`src/rtl/fesl_pkg.sv`:
```
// Constants and types shared by the 100 Mb/s scramble and line coding path
package fesl_pkg;

   // Symbol and scrambler geometry
   localparam int unsigned SYM_W = 5;
   localparam int unsigned LFSR_W = 11;
   localparam int unsigned LFSR_TAP_HI = 10;
   localparam int unsigned LFSR_TAP_LO = 8;
   localparam int unsigned STRAP_W = 5;
   localparam logic [5:0] SEED_FILL = 6'h2B;
   localparam logic [4:0] IDLE_GROUP = 5'h1F;
   localparam logic [2:0] SYM_LAST = 3'h4;
   localparam logic [2:0] SYM_FIRST = 3'h0;

   // Lock acquisition and supervision
   localparam int unsigned LOCK_IDLES = 12;
   localparam int unsigned LOCK_BITS = LOCK_IDLES * SYM_W;
   localparam int unsigned RELOAD_IDLE_BITS = 58;
   localparam int unsigned RUN_W = 7;

   // Hold timer
   localparam int unsigned CLK_FREQ_MHZ = 50;
   localparam int unsigned HOLD_TIME_US = 722;
   localparam int unsigned HOLD_CYCLES = HOLD_TIME_US * CLK_FREQ_MHZ;
   localparam int unsigned HOLD_W = 16;

   // Signal detect
   localparam int unsigned SD_GAP_MAX = 32;
   localparam int unsigned SD_ON_BITS = 256;
   localparam int unsigned SD_W = 9;

   // Transmit MLT-3 phases
   localparam logic [1:0] PH_ZERO_A = 2'h0;
   localparam logic [1:0] PH_POS = 2'h1;
   localparam logic [1:0] PH_ZERO_B = 2'h2;
   localparam logic [1:0] PH_NEG = 2'h3;

   // Two binary line streams forming the three-level signal
   typedef struct packed {
      logic pos;
      logic neg;
   } fesl_pair_t;

   typedef enum logic [2:0] {
      DS_HUNT = 3'b001,
      DS_LOCK = 3'b010,
      DS_DROP = 3'b100
   } fesl_desc_state_t;

endpackage

```
`src/rtl/fesl_buf.sv`:
```
// Two-entry valid/ready buffer for transmit code-groups
module fesl_buf #(
   parameter int unsigned W = 5
) (
   // Clock, reset and enable
   input wire logic clk_i,
   input wire logic rstn_i,
   input wire logic en_i,
   // Fill side
   input wire logic [W-1:0] in_data_i,
   input wire logic in_valid_i,
   output logic in_ready_o,
   // Drain side
   output logic [W-1:0] out_data_o,
   output logic out_valid_o,
   input wire logic out_ready_i
);

   logic [W-1:0] mem_q [2];
   logic wr_ptr_q;
   logic rd_ptr_q;
   logic [1:0] count_q;
   logic push;
   logic pop;

   assign in_ready_o = (count_q != 2'h2);
   assign out_valid_o = (count_q != 2'h0);
   assign out_data_o = mem_q[rd_ptr_q];
   assign push = en_i && in_valid_i && in_ready_o;
   assign pop = en_i && out_valid_o && out_ready_i;

   always_ff @(posedge clk_i)
   begin
      if (push)
      begin
         mem_q[wr_ptr_q] <= in_data_i;
      end
   end

   always_ff @(posedge clk_i)
   begin
      if (!rstn_i)
      begin
         wr_ptr_q <= 1'b0;
         rd_ptr_q <= 1'b0;
         count_q <= 2'h0;
      end
      else
      begin
         if (push)
         begin
            wr_ptr_q <= ~wr_ptr_q;
         end
         if (pop)
         begin
            rd_ptr_q <= ~rd_ptr_q;
         end
         if (push && !pop)
         begin
            count_q <= count_q + 2'h1;
         end
         else if (pop && !push)
         begin
            count_q <= count_q - 2'h1;
         end
      end
   end

endmodule

```
`src/rtl/fesl_line_coding.sv`:
```
// 100 Mb/s scrambler, NRZI/MLT-3 coder, decoder, deserialiser and descrambler

// How it works
// - Transmit key comes from a free-running closed-loop 11-bit LFSR.
// - Each serial transmit NRZ bit is XORed with the current key bit.
// - Scrambler seed is built from the five address straps, unique per device.
// - Scrambled transmit bits pass through an NRZI encoder before line coding.
// - NRZI transitions step the line through zero, positive, zero, negative.
// - Only MLT-3 coded data ever reaches the transmit pair; no binary mode.
// - Signal detect ignores isolated normal or fast link pulses.
// - Received three-level symbols are turned back into an NRZI bit stream.
// - Received NRZI is decoded to NRZ before descrambling.
// - Received bits are deserialised into 5-bit symbols.
// - Descrambler makes the same key and XORs it with each scrambled bit.
// - Lock after 12 consecutive all-ones idles; then emit unaligned 5-bit groups.
// - On lock a 722 us hold timer starts; supervision never stops.
// - 58 bit times of idle before expiry reload the hold timer.
// - Timer expiry drops lock, clears the descrambler state and restarts acquisition.
module fesl_line_coding #(
   parameter int unsigned HOLD_CYCLES = fesl_pkg::HOLD_CYCLES
) (
   // Clock, reset, enable
   input wire logic clk_i,
   input wire logic rstn_i,
   input wire logic en_i,
   // Straps
   input wire logic [fesl_pkg::STRAP_W-1:0] phy_address_straps_i,
   // Transmit code-groups from the encoder
   input wire logic [fesl_pkg::SYM_W-1:0] tx_group_i,
   input wire logic tx_group_valid_i,
   output logic tx_group_ready_o,
   // Transmit line streams
   output fesl_pkg::fesl_pair_t tx_line_o,
   // Receive line symbols from the equaliser
   input wire fesl_pkg::fesl_pair_t rx_line_i,
   // Receive symbols and status
   output logic [fesl_pkg::SYM_W-1:0] rx_sym_o,
   output logic rx_sym_valid_o,
   output logic rx_locked_o,
   output logic signal_detect_o
);

   localparam logic [fesl_pkg::HOLD_W-1:0] HOLD_LOAD = fesl_pkg::HOLD_W'(HOLD_CYCLES - 1);
   localparam logic [fesl_pkg::RUN_W-1:0] LOCK_RUN = fesl_pkg::RUN_W'(fesl_pkg::LOCK_BITS);
   localparam logic [fesl_pkg::RUN_W-1:0] RELOAD_RUN = fesl_pkg::RUN_W'(fesl_pkg::RELOAD_IDLE_BITS);
   localparam logic [fesl_pkg::SD_W-1:0] SD_GAP = fesl_pkg::SD_W'(fesl_pkg::SD_GAP_MAX);
   localparam logic [fesl_pkg::SD_W-1:0] SD_ON = fesl_pkg::SD_W'(fesl_pkg::SD_ON_BITS);

   // Transmit side
   logic [fesl_pkg::SYM_W-1:0] buf_data;
   logic buf_valid;
   logic buf_take;
   logic [fesl_pkg::SYM_W-1:0] tx_shift_q;
   logic [2:0] tx_cnt_q;
   logic tx_nrz;
   logic [fesl_pkg::LFSR_W-1:0] tx_lfsr_q;
   logic tx_key;
   logic tx_scr;
   logic tx_nrzi_q;
   logic tx_nrzi_d;
   logic [1:0] tx_phase_q;
   logic [1:0] tx_phase_d;
   fesl_pkg::fesl_pair_t tx_line_q;

   // Receive side
   fesl_pkg::fesl_pair_t rx_level;
   fesl_pkg::fesl_pair_t rx_level_q;
   logic rx_active;
   logic rx_nrzi_q;
   logic rx_nrzi_prev_q;
   logic rx_nrz;
   logic rx_bit_ok_q;
   logic [fesl_pkg::SD_W-1:0] sd_gap_q;
   logic [fesl_pkg::SD_W-1:0] sd_run_q;
   logic sd_q;

   // Descrambler
   fesl_pkg::fesl_desc_state_t ds_q;
   fesl_pkg::fesl_desc_state_t ds_d;
   logic [fesl_pkg::LFSR_W-1:0] rx_lfsr_q;
   logic rx_key;
   logic rx_assumed;
   logic rx_ud;
   logic [fesl_pkg::RUN_W-1:0] match_q;
   logic [fesl_pkg::RUN_W-1:0] idle_run_q;
   logic [fesl_pkg::HOLD_W-1:0] hold_q;
   logic hold_expired;
   logic idle_reload;
   logic rx_step;
   logic [fesl_pkg::SYM_W-1:0] rx_shift_q;
   logic [2:0] rx_cnt_q;
   logic [fesl_pkg::SYM_W-1:0] rx_sym_q;
   logic rx_sym_valid_q;

   // Back-pressure reaches the encoder through the buffer's ready
   fesl_buf #(
      .W(fesl_pkg::SYM_W)
   ) u_tx_buf (
      .clk_i(clk_i),
      .rstn_i(rstn_i),
      .en_i(en_i),
      .in_data_i(tx_group_i),
      .in_valid_i(tx_group_valid_i),
      .in_ready_o(tx_group_ready_o),
      .out_data_o(buf_data),
      .out_valid_o(buf_valid),
      .out_ready_i(buf_take)
   );

   assign buf_take = (tx_cnt_q == fesl_pkg::SYM_LAST);

   // Serialiser, MSB first; an empty buffer sends idle so the line never goes quiet
   always_ff @(posedge clk_i)
   begin
      if (!rstn_i)
      begin
         tx_shift_q <= fesl_pkg::IDLE_GROUP;
         tx_cnt_q <= fesl_pkg::SYM_FIRST;
      end
      else if (en_i)
      begin
         if (buf_take)
         begin
            tx_shift_q <= buf_valid ? buf_data : fesl_pkg::IDLE_GROUP;
            tx_cnt_q <= fesl_pkg::SYM_FIRST;
         end
         else
         begin
            tx_shift_q <= {tx_shift_q[fesl_pkg::SYM_W-2:0], 1'b0};
            tx_cnt_q <= tx_cnt_q + 3'h1;
         end
      end
   end

   assign tx_nrz = tx_shift_q[fesl_pkg::SYM_W-1];
   assign tx_key = tx_lfsr_q[fesl_pkg::LFSR_TAP_HI] ^ tx_lfsr_q[fesl_pkg::LFSR_TAP_LO];
   assign tx_scr = tx_nrz ^ tx_key;

   // Seed is loaded in the clocked reset, so the straps are caught there
   always_ff @(posedge clk_i)
   begin
      if (!rstn_i)
      begin
         tx_lfsr_q <= {phy_address_straps_i, fesl_pkg::SEED_FILL};
      end
      else if (en_i)
      begin
         tx_lfsr_q <= {tx_lfsr_q[fesl_pkg::LFSR_W-2:0], tx_key};
      end
   end

   assign tx_nrzi_d = tx_nrzi_q ^ tx_scr;

   always_ff @(posedge clk_i)
   begin
      if (!rstn_i)
      begin
         tx_nrzi_q <= 1'b0;
      end
      else if (en_i)
      begin
         tx_nrzi_q <= tx_nrzi_d;
      end
   end

   // Every NRZI transition steps the three-level phase
   always_comb
   begin
      tx_phase_d = tx_phase_q;
      if (tx_nrzi_d != tx_nrzi_q)
      begin
         tx_phase_d = tx_phase_q + 2'h1;
      end
   end

   always_ff @(posedge clk_i)
   begin
      if (!rstn_i)
      begin
         tx_phase_q <= fesl_pkg::PH_ZERO_A;
         tx_line_q <= '0;
      end
      else if (en_i)
      begin
         tx_phase_q <= tx_phase_d;
         tx_line_q.pos <= (tx_phase_d == fesl_pkg::PH_POS);
         tx_line_q.neg <= (tx_phase_d == fesl_pkg::PH_NEG);
      end
   end

   assign tx_line_o = tx_line_q;

   // Both streams high is not a legal level; fold it to zero
   always_comb
   begin
      rx_level = rx_line_i;
      if (rx_line_i.pos && rx_line_i.neg)
      begin
         rx_level = '0;
      end
   end

   assign rx_active = (rx_level != rx_level_q);

   always_ff @(posedge clk_i)
   begin
      if (!rstn_i)
      begin
         rx_level_q <= '0;
         rx_nrzi_q <= 1'b0;
         rx_nrzi_prev_q <= 1'b0;
      end
      else if (en_i)
      begin
         rx_level_q <= rx_level;
         rx_nrzi_q <= rx_nrzi_q ^ rx_active;
         rx_nrzi_prev_q <= rx_nrzi_q;
      end
   end

   assign rx_nrz = rx_nrzi_q ^ rx_nrzi_prev_q;

   // Link pulses are short and sparse, so they never build a long active run
   always_ff @(posedge clk_i)
   begin
      if (!rstn_i)
      begin
         sd_gap_q <= SD_GAP;
         sd_run_q <= '0;
         sd_q <= 1'b0;
      end
      else if (en_i)
      begin
         if (rx_active)
         begin
            sd_gap_q <= '0;
         end
         else if (sd_gap_q != SD_GAP)
         begin
            sd_gap_q <= sd_gap_q + 1'b1;
         end
         if (sd_gap_q == SD_GAP)
         begin
            sd_run_q <= '0;
            sd_q <= 1'b0;
         end
         else if (sd_run_q != SD_ON)
         begin
            sd_run_q <= sd_run_q + 1'b1;
         end
         else
         begin
            sd_q <= 1'b1;
         end
      end
   end

   assign signal_detect_o = sd_q;

   // Decoder output lags the pin by one stage
   always_ff @(posedge clk_i)
   begin
      if (!rstn_i)
      begin
         rx_bit_ok_q <= 1'b0;
      end
      else if (en_i)
      begin
         rx_bit_ok_q <= sd_q;
      end
   end

   assign rx_step = en_i && rx_bit_ok_q;
   assign rx_key = rx_lfsr_q[fesl_pkg::LFSR_TAP_HI] ^ rx_lfsr_q[fesl_pkg::LFSR_TAP_LO];
   assign rx_assumed = ~rx_nrz;
   assign rx_ud = rx_nrz ^ rx_key;
   assign hold_expired = (hold_q == '0);
   assign idle_reload = (idle_run_q == RELOAD_RUN);

   always_comb
   begin
      ds_d = ds_q;
      case (ds_q)
         fesl_pkg::DS_HUNT:
         begin
            if (match_q == LOCK_RUN)
            begin
               ds_d = fesl_pkg::DS_LOCK;
            end
         end
         fesl_pkg::DS_LOCK:
         begin
            if (!rx_bit_ok_q || (hold_expired && !idle_reload))
            begin
               ds_d = fesl_pkg::DS_DROP;
            end
         end
         fesl_pkg::DS_DROP:
         begin
            ds_d = fesl_pkg::DS_HUNT;
         end
         default:
         begin
            ds_d = fesl_pkg::DS_DROP;
         end
      endcase
   end

   always_ff @(posedge clk_i)
   begin
      if (!rstn_i)
      begin
         ds_q <= fesl_pkg::DS_HUNT;
      end
      else if (en_i)
      begin
         ds_q <= ds_d;
      end
   end

   // While hunting, the key is guessed from bits assumed to be idle ones
   always_ff @(posedge clk_i)
   begin
      if (!rstn_i || (en_i && ds_q == fesl_pkg::DS_DROP))
      begin
         rx_lfsr_q <= '0;
         match_q <= '0;
      end
      else if (rx_step)
      begin
         if (ds_q == fesl_pkg::DS_HUNT)
         begin
            rx_lfsr_q <= {rx_lfsr_q[fesl_pkg::LFSR_W-2:0], rx_assumed};
            if (rx_key != rx_assumed)
            begin
               match_q <= '0;
            end
            else if (match_q != LOCK_RUN)
            begin
               match_q <= match_q + 1'b1;
            end
         end
         else
         begin
            rx_lfsr_q <= {rx_lfsr_q[fesl_pkg::LFSR_W-2:0], rx_key};
            match_q <= '0;
         end
      end
   end

   // Idle run and hold timer supervise lock for as long as it lasts
   always_ff @(posedge clk_i)
   begin
      if (!rstn_i || (en_i && ds_q != fesl_pkg::DS_LOCK))
      begin
         idle_run_q <= '0;
         hold_q <= HOLD_LOAD;
      end
      else if (en_i)
      begin
         if (idle_reload)
         begin
            hold_q <= HOLD_LOAD;
            idle_run_q <= '0;
         end
         else
         begin
            if (!hold_expired)
            begin
               hold_q <= hold_q - 1'b1;
            end
            if (rx_step)
            begin
               idle_run_q <= rx_ud ? idle_run_q + 1'b1 : '0;
            end
         end
      end
   end

   assign rx_locked_o = (ds_q == fesl_pkg::DS_LOCK);

   // Groups are unaligned; alignment to J/K happens further up
   always_ff @(posedge clk_i)
   begin
      if (!rstn_i || (en_i && ds_q != fesl_pkg::DS_LOCK))
      begin
         rx_shift_q <= '0;
         rx_cnt_q <= fesl_pkg::SYM_FIRST;
         rx_sym_q <= '0;
         rx_sym_valid_q <= 1'b0;
      end
      else if (en_i)
      begin
         rx_sym_valid_q <= 1'b0;
         if (rx_step)
         begin
            rx_shift_q <= {rx_shift_q[fesl_pkg::SYM_W-2:0], rx_ud};
            if (rx_cnt_q == fesl_pkg::SYM_LAST)
            begin
               rx_cnt_q <= fesl_pkg::SYM_FIRST;
               rx_sym_q <= {rx_shift_q[fesl_pkg::SYM_W-2:0], rx_ud};
               rx_sym_valid_q <= 1'b1;
            end
            else
            begin
               rx_cnt_q <= rx_cnt_q + 3'h1;
            end
         end
      end
   end

   assign rx_sym_o = rx_sym_q;
   assign rx_sym_valid_o = rx_sym_valid_q;

endmodule

```
`config.mk`:
```
export PLATFORM = sky130hd
export DESIGN_NAME = fesl_line_coding
export DESIGN_NICKNAME = d
export VERILOG_FILES = /design/src/rtl/fesl_pkg.sv /design/src/rtl/fesl_buf.sv /design/src/rtl/fesl_line_coding.sv
export SDC_FILE = /design/constraint.sdc
export NUM_CORES = 1
export LEC_CHECK = 0
export BUFFER_PORTS_ARGS = -buffer_cell sky130_fd_sc_hd__buf_2
export CAP_MARGIN = 20
export CORE_ASPECT_RATIO = 0.75
export CORE_MARGIN = 5
export CORE_UTILIZATION = 40
export DETAILED_ROUTE_END_ITERATION = 8
export PLACE_DENSITY_LB_ADDON = 0.12
export SKIP_LAST_GASP = 1
export SLEW_MARGIN = 20
export SYNTH_ARGS = -nofsm -noshare
export SYNTH_HDL_FRONTEND = slang
export SYNTH_HIERARCHICAL = 1
export SYNTH_SLANG_ARGS = --single-unit
```
`constraint.sdc`:
```
create_clock -name clk_i -period 3 [get_ports clk_i]
set_clock_uncertainty 0.05 [all_clocks]
set_input_delay 0.45 -clock clk_i [delete_from_list [all_inputs] [get_ports clk_i]]
set_output_delay 0.45 -clock clk_i [all_outputs]
set_load 0.05 [all_outputs]
```
==> metrics <==
Via-to-Cell Ratio 5.36; first-pass GRT wire length 21.1 mm; Fillers 1268; # IOs 27; DRT Pass-1 Iters 4; synthesized area per cell 9.02 µm²; Final Setup Violations 0; Synth Register Bits 119; initial core utilization 0.411; CP top delay family simple AND/OR/NAND/NOR gates; syn_nets 661; Final Cycle Share 0.713; post-place setup slack 793 ps; NumNets Final 692; setup_tns 0 ps; required time of the critical path 3280 ps; Final ANT Viol Nets 0; die area 16700 µm²; Die Wd 148 µm; PortBufs 26; Mapped Cells 631; CTS Root Cell clkbuf_16; YS warnings 6; Placed Area 6030 µm²; DR vias 4558; final WL 12.1 mm; Max Fclk 467 MHz; Core Footprint 13800 µm²; Total Power 3.90 mW; status completed; FF-to-FF setup slack 860 ps; CP max FO 18; placed insts 818; Crit-path slowest cell or4_2; WP buf/inv 1; Final GP Congestion 0.792; DRC viols 0; Leak Pwr 2.49 nW; sequential share of the synthesized area 0.445; Non-Filler Instances 850; Iteration-0 DRC Markers 224; total CTS buffers 17; Post-synth EDFFs 15; WHS 174 ps; RSZ-0062 raised after global routing false; top_reg_cell synth dfxtp_1; CTS clk-pin slew, worst paths 60 ps; Syn Std Cell Area 5690 µm²; final worst path period need 2140 ps; num rows 37; critical-path cell list ha_1, nor3b_4, a2111oi_4, buf_4, or4_2, a21oi_1; max-capacitance violation count 0; Clk Latency, worst-skew pair 410 ps; most numerous cell in the Yosys netlist dfxtp_1; Max VDD drop 414 µV; die height 113 µm; post_cts resized 0; All-Layer GR Usage 0.152; H-tree levels 4; hold_buf cts 0; antenna violations before repair 0; utilization after layout 0.478; DP HPWL 8.21 mm; Rel. slew slack 0.495; Yosys cell types 73; HP Class in2reg; DR WL/cell 14.2 µm; CTS max path bufs 2; most frequent cells after synthesis dfxtp_1, nand2_1, nor2_1; critical path arrival 2420 ps; largest cells by area after synthesis dfxtp_1, edfxtp_1, mux2i_1; Crit path largest cell delay 620 ps; cell taking the most area after synthesis dfxtp_1; Layout area overhead 16.2%; largest net degree at the start of global routing 39; share of the synthesized area in the top cell type 0.366; Pwr per Cell Area 590 nW/µm²; max-slew violations 0; ys async rst share 0; CTS tree done; Final Hold Fails 0; setup bufs post-CTS 0; Overflow after GRT 0; Slew @ Worst Pin 752 ps; vias in the first global route 4419; crit path kind reg2reg; number of diodes 0; fin area 6620 µm²; startpoint types flip-flop; CTS sink cnt 119; PnR worst setup slack 861 ps; share of cells above drive strength 1 0.148; CP Capture Type flip-flop
-- state kept, by name, indices dropped and copies added, names as in the netlist, 2 cells and up, named ones only --
register,cells
match_q,7
tx_shift_q,5
u_tx_buf/count_q,2
rx_sym_o,5
tx_cnt_q,3
rx_cnt_q,3
sd_gap_q,9
tx_phase_q,2
tx_lfsr_q,11
rx_shift_q,4
rx_lfsr_q,11
sd_run_q,9
tx_line_o,2
hold_q,16
u_tx_buf/mem_q,10
rx_level_q,2
idle_run_q,7
ds_q,3
-- area by class of cell --
cell class	instances	area, µm²	share of cell area
well taps	175	219	0.0331
inverters	26	97.6	0.0147
repair buffers	43	258	0.0389
clock buffers	19	464	0.0701
clock inverters	13	120	0.0182
flip-flops and latches	119	2530	0.383
multi-input cells	455	2930	0.442
-- cell families (layout without fill, tap and decap cells) --
group,count (synthesis),in the layout,share of synthesized area
AOI/OAI and AO/OA,125,125,0.143
xor gates and xnor gates,27,27,0.0442
and+or+nand+nor,259,259,0.242
buffers and inverters,57,101,0.0413
muxes,30,30,0.0538
DFF,119,119,0.445
adders and majority gates,14,14,0.0308
-- power by group --
| part | internal (mW) | switching [mW] |
|---|---|---|
| logic | 0.0970 | 0.149 |
| clock network | 1.22 | 0.754 |
| registers | 1.66 | 0.0293 |
-- cell usage in the layout, fill, tap and decap left out, types with 15 or more instances in the layout --
master	count
buf_4	17
xor2_1	19
nand4_1	18
clkbuf_16	18
inv_1	25
buf_2	26
dfxtp_1	104
a21oi_1	43
nand2_1	63
nand3_1	34
edfxtp_1	15
nor3_1	15
mux2i_1	25
nor2_1	47
o21ai_0	22
-- layer usage --
metal	up-vias	part of all wire	global-route usage
met3	10	0.032	0.0408
met4	0	0.0092	0.0379
met2	76	0.44	0.230
met5	-	0	0
met1	2138	0.52	0.217
li1	2334	-	-
-- path summary, 6_finish.rpt --
path | startpoint | to | depth (start not counted)
max | idle_run_q[1]$_SDFFE_PP0P_ | hold_q[14]$_SDFFE_PP0P_ | 6
min | tx_group_i[4] | u_tx_buf/mem_q[0][4]$_DFFE_PP_ | 1
max reg2reg | idle_run_q[1]$_SDFFE_PP0P_ | hold_q[14]$_SDFFE_PP0P_ | 6
min reg2reg | rx_lfsr_q[4]$_SDFFE_PP0P_ | rx_lfsr_q[5]$_SDFFE_PP0P_ | 2
Power figures use the tool's default switching activity.
